$ cat src/core/port_wake_pkg.sv
// Shared constants for the port, sleep, wake and reset control block.
package port_wake_pkg;
   // Reference clock.
   localparam int unsigned CLK_HZ          = 50_000_000;
   localparam int unsigned CLK_PER_US      = CLK_HZ / 1_000_000;

   // Register byte offsets on the bus.
   localparam logic [7:0]  OFS_FIRST_DATA  = 8'h00;
   localparam logic [7:0]  OFS_SECOND_DATA = 8'h04;
   localparam logic [7:0]  OFS_THIRD_DATA  = 8'h08;
   localparam logic [7:0]  OFS_FOURTH_DATA = 8'h0C;
   localparam logic [7:0]  OFS_FOURTH_DIR  = 8'h10;
   localparam logic [7:0]  OFS_FOURTH_ATTR = 8'h14;
   localparam logic [7:0]  OFS_INT_SYS     = 8'h18;
   localparam logic [7:0]  OFS_HALT_CTRL   = 8'h1C;
   localparam logic [7:0]  OFS_STATUS      = 8'h20;
   localparam logic [7:0]  OFS_PIN_LEVEL   = 8'h24;

   // Field positions.
   localparam int unsigned HALT_GO_BIT     = 0;
   localparam int unsigned ST_LVD_BIT      = 0;
   localparam int unsigned ST_WDT_BIT      = 1;
   localparam int unsigned ST_LVR_BIT      = 2;
   localparam int unsigned ST_SLEEP_BIT    = 3;
   localparam int unsigned OPT_W           = 3;

   // Reset values of the fourth port (input with pull-up) and of the system register; watchdog clear code.
   localparam logic [3:0]  FOURTH_DATA_RST = 4'hF;
   localparam logic [3:0]  FOURTH_DIR_RST  = 4'h0;
   localparam logic [3:0]  FOURTH_ATTR_RST = 4'hF;
   localparam logic [3:0]  INT_SYS_RST     = 4'h0;
   localparam logic [3:0]  WDT_CLEAR_VAL   = 4'hE;

   // Build-time pin options of the first three ports.
   localparam logic [2:0]  OPT_OUT_HIGH    = 3'h0;
   localparam logic [2:0]  OPT_OUT_LOW     = 3'h1;
   localparam logic [2:0]  OPT_IO_PULL     = 3'h2;
   localparam logic [2:0]  OPT_IO_OPEN     = 3'h3;
   localparam logic [2:0]  OPT_IN_PULL     = 3'h4;
   localparam logic [2:0]  OPT_IN_FLOAT    = 3'h5;

   // Scan pulse rate selection.
   localparam logic [1:0]  SCAN_15_625HZ   = 2'h0;
   localparam logic [1:0]  SCAN_31_25HZ    = 2'h1;
   localparam logic [1:0]  SCAN_62_5HZ     = 2'h2;
   localparam logic [1:0]  SCAN_125HZ      = 2'h3;

   // Times in their own units and derived cycle counts.
   localparam int unsigned POR_MS          = 16;
   localparam int unsigned STAB_US         = 60;
   localparam int unsigned WDT_MS          = 450;
   localparam int unsigned SCAN_BASE_HZ    = 125;
   localparam int unsigned SCAN_PULSE_US   = 20;
   localparam int unsigned WAKE_BLANK_CYC  = 8;
   localparam int unsigned POR_CYC         = POR_MS * 1000 * CLK_PER_US;
   localparam int unsigned STAB_CYC        = STAB_US * CLK_PER_US;
   localparam int unsigned WDT_CYC         = WDT_MS * 1000 * CLK_PER_US;
   localparam int unsigned SCAN_BASE_CYC   = CLK_HZ / SCAN_BASE_HZ;
   localparam int unsigned SCAN_PULSE_CYC  = SCAN_PULSE_US * CLK_PER_US;

   typedef enum logic [1:0] {
      ST_POR   = 2'h0,
      ST_RUN   = 2'h1,
      ST_HALT  = 2'h3,
      ST_STAB  = 2'h2
   } sys_state_e;
endpackage : port_wake_pkg

$ cat src/core/port_wake_reset_control.sv
// Pin ports, sleep with key wake-up, power-on, low-voltage and watchdog reset control.
`timescale 1ns/100ps
module port_wake_reset_control #(
   parameter logic [17:0] PAIR_OPTIONS     = 18'h12492,
   parameter logic [15:0] SCAN_KEY_MASK    = 16'h0000,
   parameter logic [1:0]  SCAN_RATE_SEL    = port_wake_pkg::SCAN_15_625HZ,
   parameter logic [31:0] POR_CYCLES       = 32'(port_wake_pkg::POR_CYC),
   parameter logic [31:0] WDT_CYCLES       = 32'(port_wake_pkg::WDT_CYC),
   parameter logic [31:0] SCAN_BASE_CYCLES = 32'(port_wake_pkg::SCAN_BASE_CYC)
) (
   // Clock and reset.
   input  wire logic        REF_CLK_I,
   input  wire logic        RST_B_I,
   // Wishbone slave.
   input  wire logic        WB_CYC_I,
   input  wire logic        WB_STB_I,
   input  wire logic        WB_WE_I,
   input  wire logic [7:0]  WB_ADR_I,
   input  wire logic [3:0]  WB_SEL_I,
   input  wire logic [31:0] WB_DAT_I,
   output logic      [31:0] WB_DAT_O,
   output logic             WB_ACK_O,
   // Supply detectors.
   input  wire logic        LOW_VOLTAGE_RESET_I,
   input  wire logic        LOW_VOLTAGE_DETECT_I,
   // First port pins.
   input  wire logic [3:0]  FIRST_PORT_PINS_I,
   output logic      [3:0]  FIRST_PORT_PINS_O,
   output logic      [3:0]  FIRST_PORT_PINS_OE_O,
   output logic      [3:0]  FIRST_PORT_PULL_O,
   // Second port pins.
   input  wire logic [3:0]  SECOND_PORT_PINS_I,
   output logic      [3:0]  SECOND_PORT_PINS_O,
   output logic      [3:0]  SECOND_PORT_PINS_OE_O,
   output logic      [3:0]  SECOND_PORT_PULL_O,
   // Third port pins.
   input  wire logic [3:0]  THIRD_PORT_PINS_I,
   output logic      [3:0]  THIRD_PORT_PINS_O,
   output logic      [3:0]  THIRD_PORT_PINS_OE_O,
   output logic      [3:0]  THIRD_PORT_PULL_O,
   // Fourth port pins.
   input  wire logic [3:0]  FOURTH_PORT_PINS_I,
   output logic      [3:0]  FOURTH_PORT_PINS_O,
   output logic      [3:0]  FOURTH_PORT_PINS_OE_O,
   output logic      [3:0]  FOURTH_PORT_PULL_O,
   // Core control.
   output logic             SYS_RST_B_O,
   output logic             CORE_CLK_EN_O
);

   localparam logic [31:0] STAB_CYCLES  = 32'(port_wake_pkg::STAB_CYC);
   localparam logic [31:0] PULSE_CYCLES = 32'(port_wake_pkg::SCAN_PULSE_CYC);
   localparam logic [3:0]  BLANK_CYCLES = 4'(port_wake_pkg::WAKE_BLANK_CYC);
   localparam logic [31:0] SCAN_PERIOD  = SCAN_BASE_CYCLES << (2'h3 - SCAN_RATE_SEL);

   // Drive decode for one pin of the first three ports: {oe, out, pull}.
   function automatic logic [2:0] opt_drive(input logic [2:0] opt, input logic d);
      logic [2:0] r;
      r = 3'h0;
      case (opt)
         port_wake_pkg::OPT_OUT_HIGH,
         port_wake_pkg::OPT_OUT_LOW:  r = {1'b1, d, 1'b0};
         port_wake_pkg::OPT_IO_PULL:  r = d ? 3'h1 : 3'h4;
         port_wake_pkg::OPT_IO_OPEN:  r = d ? 3'h0 : 3'h4;
         port_wake_pkg::OPT_IN_PULL,
         port_wake_pkg::OPT_IN_FLOAT: r = {2'h0, d};
         default:                     r = 3'h0;
      endcase
      return r;
   endfunction : opt_drive

   // Reset value of the data bits from the build options.
   function automatic logic [11:0] data_reset(input logic [17:0] opts);
      logic [11:0] v;
      logic [2:0]  o;
      v = 12'h000;
      for (int i = 0; i < 12; i++) begin
         o = opts[(i / 2) * 3 +: 3];
         v[i] = !(o == port_wake_pkg::OPT_OUT_LOW || o == port_wake_pkg::OPT_IN_FLOAT);
      end
      return v;
   endfunction : data_reset
   localparam logic [11:0] ABC_DATA_RST = data_reset(PAIR_OPTIONS);
   // Input synchronisers and filters.
   logic [17:0]             sync1_ff;
   logic [17:0]             sync2_ff;
   logic [17:0]             sync3_ff;
   logic [17:0]             filt_ff;
   logic [17:0]             raw_in;
   logic [15:0]             pin_lvl;
   logic                    lvr_act;
   logic                    lvd_low;
   // Register file.
   logic [11:0]             abc_data_ff;
   logic [3:0]              d_data_ff;
   logic [3:0]              d_dir_ff;
   logic [3:0]              d_attr_ff;
   logic [3:0]              int_sys_ff;
   logic                    wdt_cause_ff;
   logic                    lvr_cause_ff;
   logic                    ack_ff;
   logic [31:0]             rdata_ff;
   // Sequencer.
   port_wake_pkg::sys_state_e state_ff;
   port_wake_pkg::sys_state_e nxt_state;
   logic [31:0]             cnt_ff;
   logic [31:0]             nxt_cnt;
   logic [31:0]             wdt_ff;
   logic [31:0]             scan_ff;
   logic [3:0]              blank_ff;
   // Pin drive registers.
   logic [15:0]             oe_ff;
   logic [15:0]             out_ff;
   logic [15:0]             pull_ff;
   logic [15:0]             nxt_oe;
   logic [15:0]             nxt_out;
   logic [15:0]             nxt_pull;
   assign raw_in = {LOW_VOLTAGE_DETECT_I, LOW_VOLTAGE_RESET_I, FOURTH_PORT_PINS_I,
                    THIRD_PORT_PINS_I, SECOND_PORT_PINS_I, FIRST_PORT_PINS_I};
   assign pin_lvl = filt_ff[15:0];
   assign lvr_act = filt_ff[16];
   assign lvd_low = filt_ff[17];

   // A level counts once the second and third stages agree.
   always_ff @(posedge REF_CLK_I or negedge RST_B_I) begin
      if (!RST_B_I) begin
         sync1_ff <= 18'h0FFFF;
         sync2_ff <= 18'h0FFFF;
         sync3_ff <= 18'h0FFFF;
         filt_ff  <= 18'h0FFFF;
      end else begin
         sync1_ff <= raw_in;
         sync2_ff <= sync1_ff;
         sync3_ff <= sync2_ff;
         filt_ff  <= (sync2_ff & ~(sync2_ff ^ sync3_ff)) | (filt_ff & (sync2_ff ^ sync3_ff));
      end
   end

   // Bus decode.
   logic                    req;
   logic                    wr;
   logic                    wr_lo;
   logic                    running;
   logic                    sel_a;
   logic                    sel_b;
   logic                    sel_c;
   logic                    sel_dd;
   logic                    sel_ddir;
   logic                    sel_dattr;
   logic                    sel_int;
   logic                    sel_halt;
   logic                    sel_st;
   logic                    sel_lvl;
   logic                    wdt_clear;
   logic                    halt_go;
   logic [31:0]             rmux;
   logic [3:0]              status;

   assign req       = WB_CYC_I & WB_STB_I & ~ack_ff;
   assign wr        = req & WB_WE_I;
   assign wr_lo     = wr & WB_SEL_I[0];
   assign running   = (state_ff == port_wake_pkg::ST_RUN);
   assign sel_a     = (WB_ADR_I == port_wake_pkg::OFS_FIRST_DATA);
   assign sel_b     = (WB_ADR_I == port_wake_pkg::OFS_SECOND_DATA);
   assign sel_c     = (WB_ADR_I == port_wake_pkg::OFS_THIRD_DATA);
   assign sel_dd    = (WB_ADR_I == port_wake_pkg::OFS_FOURTH_DATA);
   assign sel_ddir  = (WB_ADR_I == port_wake_pkg::OFS_FOURTH_DIR);
   assign sel_dattr = (WB_ADR_I == port_wake_pkg::OFS_FOURTH_ATTR);
   assign sel_int   = (WB_ADR_I == port_wake_pkg::OFS_INT_SYS);
   assign sel_halt  = (WB_ADR_I == port_wake_pkg::OFS_HALT_CTRL);
   assign sel_st    = (WB_ADR_I == port_wake_pkg::OFS_STATUS);
   assign sel_lvl   = (WB_ADR_I == port_wake_pkg::OFS_PIN_LEVEL);
   assign wdt_clear = wr_lo & sel_int & (WB_DAT_I[3:0] == port_wake_pkg::WDT_CLEAR_VAL);
   assign halt_go   = wr_lo & sel_halt & WB_DAT_I[port_wake_pkg::HALT_GO_BIT] & running;
   always_comb begin
      status = 4'h0;
      status[port_wake_pkg::ST_LVD_BIT]   = ~lvd_low;
      status[port_wake_pkg::ST_WDT_BIT]   = wdt_cause_ff;
      status[port_wake_pkg::ST_LVR_BIT]   = lvr_cause_ff;
      status[port_wake_pkg::ST_SLEEP_BIT] = (state_ff == port_wake_pkg::ST_HALT);
   end
   assign rmux = sel_a     ? {28'h0, abc_data_ff[3:0]}  :
                 sel_b     ? {28'h0, abc_data_ff[7:4]}  :
                 sel_c     ? {28'h0, abc_data_ff[11:8]} :
                 sel_dd    ? {28'h0, d_data_ff}         :
                 sel_ddir  ? {28'h0, d_dir_ff}          :
                 sel_dattr ? {28'h0, d_attr_ff}         :
                 sel_int   ? {28'h0, int_sys_ff}        :
                 sel_st    ? {28'h0, status}            :
                 sel_lvl   ? {16'h0, pin_lvl}           : 32'h0;

   // Every access, mapped or not, is answered one cycle after it is seen.
   always_ff @(posedge REF_CLK_I or negedge RST_B_I) begin
      if (!RST_B_I) begin
         ack_ff   <= 1'b0;
         rdata_ff <= 32'h0;
      end else begin
         ack_ff   <= req;
         rdata_ff <= (req & ~WB_WE_I) ? rmux : 32'h0;
      end
   end

   // Port registers; a system reset returns them to their build-time values.
   always_ff @(posedge REF_CLK_I or negedge RST_B_I) begin
      if (!RST_B_I) begin
         abc_data_ff <= ABC_DATA_RST;
         d_data_ff   <= port_wake_pkg::FOURTH_DATA_RST;
         d_dir_ff    <= port_wake_pkg::FOURTH_DIR_RST;
         d_attr_ff   <= port_wake_pkg::FOURTH_ATTR_RST;
         int_sys_ff  <= port_wake_pkg::INT_SYS_RST;
      end else if (state_ff == port_wake_pkg::ST_POR) begin
         abc_data_ff <= ABC_DATA_RST;
         d_data_ff   <= port_wake_pkg::FOURTH_DATA_RST;
         d_dir_ff    <= port_wake_pkg::FOURTH_DIR_RST;
         d_attr_ff   <= port_wake_pkg::FOURTH_ATTR_RST;
         int_sys_ff  <= port_wake_pkg::INT_SYS_RST;
      end else if (wr_lo) begin
         if (sel_a)     abc_data_ff[3:0]  <= WB_DAT_I[3:0];
         if (sel_b)     abc_data_ff[7:4]  <= WB_DAT_I[3:0];
         if (sel_c)     abc_data_ff[11:8] <= WB_DAT_I[3:0];
         if (sel_dd)    d_data_ff         <= WB_DAT_I[3:0];
         if (sel_ddir)  d_dir_ff          <= WB_DAT_I[3:0];
         if (sel_dattr) d_attr_ff         <= WB_DAT_I[3:0];
         if (sel_int)   int_sys_ff        <= WB_DAT_I[3:0];
      end
   end

   // Scan pulse timing and wake detection; this logic stays on while the core clock is off.
   logic                    asleep;
   logic                    pulse;
   logic                    wake;
   logic                    wdt_expire;
   assign asleep     = (state_ff == port_wake_pkg::ST_HALT);
   assign pulse      = asleep & (scan_ff < PULSE_CYCLES);
   assign wake       = asleep & ~pulse & (blank_ff == 4'h0) & |(~oe_ff & ~pin_lvl);
   assign wdt_expire = running & (wdt_ff >= WDT_CYCLES - 32'h1);

   always_ff @(posedge REF_CLK_I or negedge RST_B_I) begin
      if (!RST_B_I) begin
         scan_ff  <= 32'h0;
         blank_ff <= 4'h0;
      end else begin
         scan_ff  <= (!asleep || scan_ff >= SCAN_PERIOD - 32'h1) ? 32'h0 : scan_ff + 32'h1;
         blank_ff <= (pulse || !asleep) ? BLANK_CYCLES :
                     (blank_ff != 4'h0) ? blank_ff - 4'h1 : 4'h0;
      end
   end

   // Sequencer: power-on hold, run, sleep and stabilisation.
   always_comb begin
      nxt_state = state_ff;
      nxt_cnt   = cnt_ff + 32'h1;
      case (state_ff)
         port_wake_pkg::ST_POR: begin
            if (cnt_ff >= POR_CYCLES - 32'h1) begin
               nxt_state = port_wake_pkg::ST_RUN;
               nxt_cnt   = 32'h0;
            end
         end
         port_wake_pkg::ST_RUN: begin
            nxt_cnt = 32'h0;
            if (wdt_expire) begin
               nxt_state = port_wake_pkg::ST_POR;
            end else if (halt_go) begin
               nxt_state = port_wake_pkg::ST_HALT;
            end
         end
         port_wake_pkg::ST_HALT: begin
            nxt_cnt = 32'h0;
            if (wake) begin
               nxt_state = port_wake_pkg::ST_STAB;
            end
         end
         port_wake_pkg::ST_STAB: begin
            if (cnt_ff >= STAB_CYCLES - 32'h1) begin
               nxt_state = port_wake_pkg::ST_RUN;
               nxt_cnt   = 32'h0;
            end
         end
         default: begin
            nxt_state = port_wake_pkg::ST_POR;
            nxt_cnt   = 32'h0;
         end
      endcase
      if (lvr_act) begin
         nxt_state = port_wake_pkg::ST_POR;
         nxt_cnt   = 32'h0;
      end
   end

   always_ff @(posedge REF_CLK_I or negedge RST_B_I) begin
      if (!RST_B_I) begin
         state_ff      <= port_wake_pkg::ST_POR;
         cnt_ff        <= 32'h0;
         SYS_RST_B_O   <= 1'b0;
         CORE_CLK_EN_O <= 1'b0;
      end else begin
         state_ff      <= nxt_state;
         cnt_ff        <= nxt_cnt;
         SYS_RST_B_O   <= (nxt_state != port_wake_pkg::ST_POR);
         CORE_CLK_EN_O <= (nxt_state == port_wake_pkg::ST_RUN);
      end
   end

   // Watchdog counts only while the core runs and restarts after any sleep or reset.
   always_ff @(posedge REF_CLK_I or negedge RST_B_I) begin
      if (!RST_B_I) begin
         wdt_ff <= 32'h0;
      end else if (!running || wdt_clear || wdt_expire) begin
         wdt_ff <= 32'h0;
      end else begin
         wdt_ff <= wdt_ff + 32'h1;
      end
   end

   // Reset cause flags hold until the next reset of the other kind.
   always_ff @(posedge REF_CLK_I or negedge RST_B_I) begin
      if (!RST_B_I) begin
         wdt_cause_ff <= 1'b0;
         lvr_cause_ff <= 1'b0;
      end else if (lvr_act) begin
         wdt_cause_ff <= 1'b0;
         lvr_cause_ff <= 1'b1;
      end else if (wdt_expire) begin
         wdt_cause_ff <= 1'b1;
         lvr_cause_ff <= 1'b0;
      end
   end
   // Pin drive decode, one generate branch per pin.
   for (genvar i = 0; i < 16; i++) begin : g_pin
      logic [2:0] drv;
      logic [2:0] fin;
      if (i < 12) begin : g_opt
         // Pins 0/1 and 2/3 of a port share one option word.
         assign drv = opt_drive(PAIR_OPTIONS[(i / 2) * 3 +: 3], abc_data_ff[i]);
      end else begin : g_reg
         assign drv = d_dir_ff[i - 12] ? {1'b1, d_data_ff[i - 12], 1'b0} :
                                         {2'h0, d_attr_ff[i - 12]};
      end
      if (SCAN_KEY_MASK[i]) begin : g_scan
         assign fin = !asleep ? drv : (pulse ? 3'h4 : 3'h1);
      end else begin : g_plain
         assign fin = drv;
      end
      assign nxt_oe[i]   = fin[2];
      assign nxt_out[i]  = fin[1];
      assign nxt_pull[i] = fin[0];
   end

   always_ff @(posedge REF_CLK_I or negedge RST_B_I) begin
      if (!RST_B_I) begin
         oe_ff   <= 16'h0000;
         out_ff  <= 16'h0000;
         pull_ff <= 16'h0000;
      end else begin
         oe_ff   <= nxt_oe;
         out_ff  <= nxt_out;
         pull_ff <= nxt_pull;
      end
   end
   assign WB_ACK_O              = ack_ff;
   assign WB_DAT_O              = rdata_ff;
   assign FIRST_PORT_PINS_O     = out_ff[3:0];
   assign FIRST_PORT_PINS_OE_O  = oe_ff[3:0];
   assign FIRST_PORT_PULL_O     = pull_ff[3:0];
   assign SECOND_PORT_PINS_O    = out_ff[7:4];
   assign SECOND_PORT_PINS_OE_O = oe_ff[7:4];
   assign SECOND_PORT_PULL_O    = pull_ff[7:4];
   assign THIRD_PORT_PINS_O     = out_ff[11:8];
   assign THIRD_PORT_PINS_OE_O  = oe_ff[11:8];
   assign THIRD_PORT_PULL_O     = pull_ff[11:8];
   assign FOURTH_PORT_PINS_O    = out_ff[15:12];
   assign FOURTH_PORT_PINS_OE_O = oe_ff[15:12];
   assign FOURTH_PORT_PULL_O    = pull_ff[15:12];

endmodule : port_wake_reset_control

$ cat config.mk
export PLATFORM = sky130hd
export DESIGN_NAME = port_wake_reset_control
export DESIGN_NICKNAME = d
export VERILOG_FILES = /design/src/core/port_wake_pkg.sv /design/src/core/port_wake_reset_control.sv
export SDC_FILE = /design/constraint.sdc
export NUM_CORES = 1
export LEC_CHECK = 0
export CORE_MARGIN = 3
export CORE_UTILIZATION = 53
export DETAILED_ROUTE_END_ITERATION = 12
export DONT_BUFFER_PORTS = 1
export GPL_TIMING_DRIVEN = 0
export PLACE_DENSITY_LB_ADDON = 0.1
export SYNTH_ARGS = -nofsm -noshare
export SYNTH_HDL_FRONTEND = slang
export SYNTH_SLANG_ARGS = --single-unit
$ cat constraint.sdc
create_clock -name REF_CLK_I -period 6.1 [get_ports REF_CLK_I]
set_clock_uncertainty 0.15 [all_clocks]
set_input_delay 0 -clock REF_CLK_I [delete_from_list [all_inputs] [get_ports REF_CLK_I]]
set_output_delay 0 -clock REF_CLK_I [all_outputs]
set_load 0.05 [all_outputs]
## Yosys cells after proc, flatten, opt, wreduce, memory -nomap -nowiden

Cells that the tools add are included.

- Add/sub/neg operators: 4
- Multipliers: 0
- Div/mod/pow operators: 0
- $lt $le $gt $ge: 5
- Equality and inequality tests: 14
- Shifts and indexed selects: 0
- Muxes and demuxes: 62
- Bitwise operators: 27
- Reduce and logical (&&, ||, !) cells: 29

Operators by type and width:

| kind | count |
|---|---|
| two-way mux 16 bit | 10 |
| two-way mux 32 bit | 5 |
| adder 32 x 1 -> 32 bit (second input constant) | 3 |
| one-hot mux 32 bit (3 select lines) | 1 |
| two-way mux 4 bit | 17 |
| two-way mux 3 bit | 16 |
| AND 18 bit | 2 |
| == test 8 x 5 -> 1 bit (second input constant) | 4 |
| greater-or-equal comparator 32 x 12 -> 1 bit (second input constant) | 1 |
| greater-or-equal comparator 32 x 20 -> 1 bit (second input constant) | 1 |
| greater-or-equal comparator 32 x 22 -> 1 bit (second input constant) | 1 |
| greater-or-equal comparator 32 x 25 -> 1 bit (second input constant) | 1 |
| less-than comparator 32 x 10 -> 1 bit (second input constant) | 1 |
| NOT 16 bit | 2 |
| two-way mux 12 bit | 2 |
| nonzero test 2 bit | 10 |
| NOT 18 bit | 1 |
| OR 18 bit | 1 |
| XOR 18 bit | 1 |
| AND 16 bit | 1 |
| == test 8 x 4 -> 1 bit (second input constant) | 2 |
| == test 8 x 6 -> 1 bit (second input constant) | 2 |
| OR reduction 16 bit | 1 |
| AND 1 bit | 15 |
| 17 further kinds | 40 |

- Register bits: 271
- Latch bits: 0
- RAM bits: 0
- Bits in read-only memories: 0
- Input port bits: 67
- Output and inout port bits: 83
- Logic and storage cells: 166
- Memories: 0

## Logic depth before layout (Yosys ltp)

Gate-level depths: netlist of the first run.

- Depth in word-level cells: 12
- Depth in mapped cells: 8
- Gate-level depth less buffers: 7

## Worst setup path after synthesis of the first run

Ideal clock, no wire load.

- Path type: register to register
- Start point: reg ack_ff (netlist: WB_ACK_O)
- End point: reg wdt_ff[24]
- Arrival: 1.951 ns
- Required time: 5.831 ns
- Path slack: 3.879 ns
- Stages on the path, launching flop included: 8
- Buffers on the path: 2
- Clock period less this slack: 2.221 ns
- Cells stage by stage: dfrtp_1 > and3b_1 > nand3_1 > or3_1 > buf_6 > o21bai_4 > buf_6 > nor2_2

- Longest elaborated chain between the ends: 9

Ends and longest elaborated chain:

| item | RTL line | source |
|---|---|---|
| start: declaration | port_wake_reset_control.sv:101 | `logic ack_ff;` |
| start signal: assignment | port_wake_reset_control.sv:198 | `ack_ff <= req;` |
| NOT 1 bit | port_wake_reset_control.sv:159 | `assign req = WB_CYC_I & WB_STB_I & ~ack_ff;` |
| AND 1 bit | port_wake_reset_control.sv:159 |  |
| net req | port_wake_reset_control.sv:140 | `logic req;` |
| AND 1 bit | port_wake_reset_control.sv:160 | `assign wr = req & WB_WE_I;` |
| AND 1 bit | port_wake_reset_control.sv:161 | `assign wr_lo = wr & WB_SEL_I[0];` |
| AND 1 bit (2 in a row) | port_wake_reset_control.sv:173 | `assign wdt_clear = wr_lo & sel_int & (WB_DAT_I[3:0] == port_wake_pkg::WDT_CLEAR_VAL);` |
| logical OR 1 bit (2 in a row) | port_wake_reset_control.sv:309 | `end else if (!running \|\| wdt_clear \|\| wdt_expire) begin` |
| two-way mux 32 bit | port_wake_reset_control.sv:309 |  |
| end signal: assignment | port_wake_reset_control.sv:312 | `wdt_ff <= wdt_ff + 32'h1;` |
| end: declaration | port_wake_reset_control.sv:108 | `logic [31:0] wdt_ff;` |

The timed path passes the listed nets, and every way through them passes these cells.
A chain may end at the register's enable or synchronous reset.

## Worst setup path in the final report of the first run

- Start point: reg ack_ff (netlist: WB_ACK_O)
- End point: reg abc_data_ff[0]

- Longest elaborated chain between the ends: 6

Ends and longest elaborated chain:

| item | RTL line | source |
|---|---|---|
| NOT 1 bit | port_wake_reset_control.sv:159 |  |
| AND 1 bit | port_wake_reset_control.sv:159 |  |
| net req | port_wake_reset_control.sv:140 |  |
| AND 1 bit | port_wake_reset_control.sv:160 |  |
| AND 1 bit | port_wake_reset_control.sv:161 |  |
| nonzero test 2 bit (no source line) | - |  |
| AND reduction 2 bit (no source line) | - |  |
| end signal: assignment | port_wake_reset_control.sv:218 | `if (sel_a) abc_data_ff[3:0] <= WB_DAT_I[3:0];` |
| end: declaration | port_wake_reset_control.sv:94 | `logic [11:0] abc_data_ff;` |

The timed path passes the listed nets, and every way through them passes these cells.

==> results of run 1 <==
==> state kept, by name, summed over array words and instances, names as in the netlist, named ones only <==
name and flops:
abc_data_ff 12, WB_DAT_O 16, sync2_ff 18, sync3_ff 18, blank_ff 4, int_sys_ff 4
lvr_cause_ff 1, d_data_ff 4, SYS_RST_B_O 1, cnt_ff 32, wdt_ff 32, d_attr_ff 4
d_dir_ff 4, pull_ff 16, state_ff 2, CORE_CLK_EN_O 1, sync1_ff 18, out_ff 4
scan_ff 32, wdt_cause_ff 1, WB_ACK_O 1, oe_ff 16
==> placed cells by master, fill, tap and decap left out, drive strengths merged, types with 4 or more instances in the layout <==
cell type,synthesis,routed
clkbuf,13,50
and2,5,5
dfrtp,175,175
nand3,33,33
bufinv,0,4
dlygate4sd3,0,70
nor4,13,13
and3,22,22
conb,1,57
inv,22,22
a21oi,22,22
ha,5,5
xnor2,22,22
nand4,17,17
o21ai,14,14
a31oi,5,5
mux2i,12,12
maj3,18,18
o211ai,11,11
clkinv,0,6
xor2,37,37
o22ai,9,9
or3,5,5
dfstp,84,84
nand2,68,68
nor2,120,120
nor3,14,14
buf,35,36
nor2b,8,8
==> worst reg2reg max path, cell delays in order, from the launching register on <==
cell and delay (ps):
dfrtp_1 560, and3b_1 310, nand3_1 280, clkbuf_1 320, nor2_1 450, nand2_1 120, dlygate4sd3_1 590, o211ai_1 100
dlygate4sd3_1 570
==> metal layers <==
layer / share of wire, % / track usage (%) / wire length [um]
met1: 44 / 27.6 / 9050
met3: 6.0 / 3.89 / 1240
met2: 48 / 34.1 / 9890
met4: 2.3 / 6.24 / 465
met5: 0 / 0 / 0
==> final cells by class <==
type	instances	area (um2)	area share [%]
Buffer	48	315	2.58
Clock inverter	11	183	1.49
Clock buffer	37	762	6.24
Inverter	22	82.6	0.676
Multi-Input combinational cell	558	3280	26.8
Tap cell	229	287	2.34
Timing Repair Buffer	71	728	5.96
Sequential cell	259	6590	53.9
==> power by group <==
group,internal (mW),total [mW],switching (mW)
Sequential,1.79,1.82,0.0376
Combinational,0.0599,0.174,0.114
Clock,1.04,1.69,0.651
==> cell families after synthesis <==
kind of cell             share of synthesized area (%)
adder cells (fa/ha/maj)                           2.42
buffers and inverters                             3.96
XOR/XNOR                                          5.14
AND/OR/NAND/NOR                                   16.0
AO/OA/AOI/OAI                                     5.69
other                                           0.0373
flip-flops                                        65.5
multiplexers                                      1.20
==> what timing repair did <==
item / CTS / global route
hold buffers: 71 / 0
setup buffers: 0 / 0
endpoints found under the hold margin: 350 / 0
==> metrics by stage <==
| stage | power, mW | util [%] | hold slack (ps) | setup WS (ps) |
|---|---|---|---|---|
| 6_report | 3.69 | 66.9 | 46.8 | 2590 |
| 5_1_grt | 3.82 | 66.9 | 61.5 | 2420 |
| 4_1_cts | 3.72 | 66.9 | 11.9 | 2740 |
| 3_5_place_dp | 1.96 | 57.7 | -439 | 3600 |
| 3_3_place_gp | 1.96 | 57.7 | -438 | 3600 |
| 2_1_floorplan | 1.93 | - | -446 | 3880 |
==> worst min path at each step <==
stage | endpoint | cells past startpoint
floorplan | CORE_CLK_EN_O$_DFF_PN0_ | 0
global placement | WB_DAT_O[10]$_DFF_PN0_ | 0
detailed placement | WB_DAT_O[11]$_DFF_PN0_ | 0
CTS | WB_DAT_O[0]$_DFF_PN0_ | 5
global route | WB_DAT_O[0]$_DFF_PN0_ | 5
finish | WB_DAT_O[12]$_DFF_PN0_ | 4
==> impl_metrics.ini, run 1 <==
[clock_network]
numCtsBuffers = 26
clk_pin_slew_ps = 70
cts.sinks = 259
cts_resized = 0
cts_max_path_buffers = 3
htree_levels = 1
cts_root_buffer = clkbuf_16
clk_latency_ps = 550
tritoncts = done

[die]
start_util_pct = 55.0
core-area_um2 = 18300
die_x_um = 144
dieArea_um2 = 20600
rows = 49
io_pins = 150
die_y_um = 144

[worst_setup_path]
worstReg2RegStart = WB_ACK_O$_DFF_PN0_
worstPathCellList = and3b_1 -> nand3_1 -> clkbuf_1 -> nor2_1 -> nand2_1 -> dlygate4sd3_1 -> o211ai_1 -> dlygate4sd3_1
critPathMaxFanout = 10
critical_path.startpoint = WB_ACK_O$_DFF_PN0_
r2r_cells = 8
setup.worst_path.end = abc_data_ff[0]$_DFFE_PN1P_
path_class = reg -> reg
reg2reg_to = abc_data_ff[0]$_DFFE_PN1P_
path_buf_inv = 3
critPathTopFamily = buffers and inverters
cp.depth = 8
critPathCaptureType = flop
start_kind = flop
arrival_ps = 3850
required_ps = 6440
cpMostUsedCell = dlygate4sd3_1
cp_slowest_cell = dlygate4sd3_1
max_stage_delay_ps = 590
reg2reg_slack_ps = 2590

[global_route]
grt_pass1_wl_um = 33800
grt_pass1_vias = 6583
antenna_found_initial = 0
grt-ovfl-total = 0
grt_max_degree = 260
grt_use_total_pct = 20.5

[pwr]
powerDensity_nw_per_um2 = 302
irDropWorstVdd_v = 0.000232
p_leak_nw = 5.21

[finish]
final_cell_count_no_fill = 1235
layout-drive-gt1-share_pct = 19.3
diodes = 0
fillerInstances = 1371
layout.nets = 1058
postLayoutCellArea_um2 = 12200
areaGrowthSynthToFinish_pct = 21.6

[sta]
slew_violations = 0
grt_setup_unrepaired = false
setup-violations-final = 0
max_freq_mhz = 285
period_minus_slack_ps = 3510
hold_violations = 0
slew_headroom_pct = 23.0
fin_crit_sh_pct = 57.5
max_slew.worst_pin.slew_ps = 1160
setup_tns_ps = 0

[placed_design]
dp_hpwl_um = 13900
port_buffers = 0
finalWeightedCongestion = 0.974
dp.cells = 1116
postPlaceCellArea_um2 = 10500

[flow_run]
maxCapViolCount = 0

[yosys]
ys_seq_area_share_pct = 65.5
ys_types = 60
yosys.area.top_type_share_pct = 43.6
synth.cell_area_um2 = 10000
yosysMostFrequentCell = dfrtp_1
syn_inst = 831
yosys_warnings = 0
synth_edf_count = 0
synth_area_leaders = dfrtp_1, dfstp_2, nor2_1, xor2_1, nand2_1
syn_avg_cell_area_um2 = 12.1
synth_top_cell_by_area = dfrtp_1
synth_common_cells = dfrtp_1, nor2_1, dfstp_2
synthFlopType = dfrtp_1
synth.ff_latch_count = 259
synthArstFlopShare_pct = 100

[routing]
drt_first_iter_violations = 460
via_per_inst = 5.28
drtPass1Iterations = 7
vias = 6525
routedWlPerCell_um = 16.7
wirelength_um = 20600
drcViolationCount = 0
drtAntennaViolNets = 0

[hold_path]
worst_hold_path_type = in -> reg
hp-start = WB_ADR_I[6]

[outcome]
outcome = complete, no violations
Power figures use the tool's default switching activity.
==> inputs of run 2 (changes only) <==
==> constraint.sdc (replaced) <==
create_clock -name REF_CLK_I -period 3.35 [get_ports REF_CLK_I]
set_clock_uncertainty 0.15 [all_clocks]
set_input_delay 0 -clock REF_CLK_I [delete_from_list [all_inputs] [get_ports REF_CLK_I]]
set_output_delay 0 -clock REF_CLK_I [all_outputs]
set_load 0.05 [all_outputs]
==> run 2 against run 1 <==
The run now ends with negative hold slack left; total power rose by 80%; sequential power up 82%; worst hold slack got worse by 1000 ps; utilization down 0.31 points; highest routed layer unchanged.
==> impl_metrics.ini, run 2 (same netlist as run 1, synthesis figures left out) <==
[outcome]
outcome = finished, violations left
violations = negative hold slack

[sta]
fin_crit_sh_pct = 92.7
setup_tns_ps = 0
holdWs_ps = -993
period_minus_slack_ps = 3100
slew_headroom_pct = 54.3
max_slew.worst_pin.slew_ps = 684
slew_violations = 0
grt_setup_unrepaired = false
setup-violations-final = 0
hold_violations = 259
max_freq_mhz = 322

[clock_network]
clk_pin_slew_ps = 70
tritoncts = done
cts_root_buffer = clkbuf_16
cts_max_path_buffers = 3
numCtsBuffers = 26
hold_buffers = 67
cts_resized = 0
clk_latency_ps = 540
htree_levels = 1
cts.sinks = 259

[pwr]
irDropWorstVdd_v = 0.000419
powerDensity_nw_per_um2 = 547
total_power_mw = 6.65
p_leak_nw = 5.18

[routing]
drcViolationCount = 0
vias = 6539
drtPass1Iterations = 5
wl_met1_um = 8890
wl_met2_um = 9840
wl_met3_um = 1300
top_layer = met4
wirelength_um = 20500
drtAntennaViolNets = 0
via_per_inst = 5.31
routedWlPerCell_um = 16.7
drt_first_iter_violations = 392

[die]
die_x_um = 144
start_util_pct = 55.0
rows = 49
dieArea_um2 = 20600
core-area_um2 = 18300
io_pins = 150
die_y_um = 144

[flow_run]
maxCapViolCount = 0

[finish]
final_common_cell = dfrtp_1
layout_common_cells = dfrtp_1, nor2_1, dfstp_2
postLayoutCellArea_um2 = 12200
diodes = 0
areaGrowthSynthToFinish_pct = 21.0
top_regs = cnt_ff x32, scan_ff x32, wdt_ff x32
layout-drive-gt1-share_pct = 19.3
layout.nets = 1054

[worst_setup_path]
r2r_cells = 5
critPathCaptureType = flop
arrival_ps = 3420
required_ps = 3660
reg2reg_slack_ps = 320
start_kind = input port
path_class = in -> reg
critical_path.startpoint = WB_ADR_I[3]
critPathMaxFanout = 10
worstReg2RegStart = WB_ACK_O$_DFF_PN0_
reg2reg_to = WB_DAT_O[5]$_DFF_PN0_
setup.worst_path.end = abc_data_ff[6]$_DFFE_PN1P_

[hold_path]
worst_hold_path_type = in -> async

[global_route]
grt_max_degree = 260
grt-ovfl-total = 0
grt_pass1_vias = 6511
antenna_found_initial = 0
grt_pass1_wl_um = 33500
grt_use_total_pct = 20.3

[placed_design]
postPlaceCellArea_um2 = 10500
finalWeightedCongestion = 0.974
port_buffers = 0
dp_hpwl_um = 13900
## run 2: how the worst min path moves through the flow
stage	from	end	slack, ps	depth (start not counted)
floorplan	RST_B_I	CORE_CLK_EN_O$_DFF_PN0_	-450	0
finish	RST_B_I	WB_DAT_O[10]$_DFF_PN0_	-990	0
CTS	RST_B_I	pull_ff[5]$_DFF_PN0_	-1020	0
detailed placement	RST_B_I	WB_DAT_O[11]$_DFF_PN0_	-440	0
global route	RST_B_I	WB_DAT_O[12]$_DFF_PN0_	-1030	0
global placement	RST_B_I	WB_DAT_O[10]$_DFF_PN0_	-440	0
## run 2: what timing repair did
| action | CTS | global route |
|---|---|---|
| endpoints found under the hold margin | 350 | 259 |
| setup endpoints to repair | 0 | 0 |
| setup buffers | 0 | 0 |
## run 2: worst max-delay path, cell delays in order
cell and delay, ps:
dlygate4sd3_1 590, buf_4 210, nor4b_1 260, dlygate4sd3_1 620, nand2_1 110, dlygate4sd3_1 620
nor2_1 90, dlygate4sd3_1 720, nand2_1 90, o211ai_1 120
## run 2: power breakdown
part	switching, mW	internal [mW]
logic	0.152	0.105
registers	0.0683	3.25
clock network	1.18	1.90
## run 2: cell type report
type | instances | area (um2)
sequential | 259 | 6590
fill | 1377 | 6110
multi-input combinational | 558 | 3280
clock buffer | 37 | 762
timing repair buffer | 67 | 671
buffer | 48 | 315
tap | 229 | 287
clock inverter | 11 | 183
inverter | 22 | 82.6
## run 2: per-stage QoR
stage,instances,util (%),setup WS [ps]
2_1_floorplan,887,-,1130
3_3_place_gp,1116,57.7,851
3_5_place_dp,1116,57.7,847
4_1_cts,1231,66.6,348
5_1_grt,1231,66.6,82.1
6_report,1231,66.6,246
## run 2: metal layers
| metal | track usage, % | vias up |
|---|---|---|
| li1 | - | 3059 |
| met1 | 27.9 | 3222 |
| met2 | 33.5 | 209 |
| met3 | 3.49 | 49 |
| met4 | 6.34 | 0 |
| met5 | 0 | - |
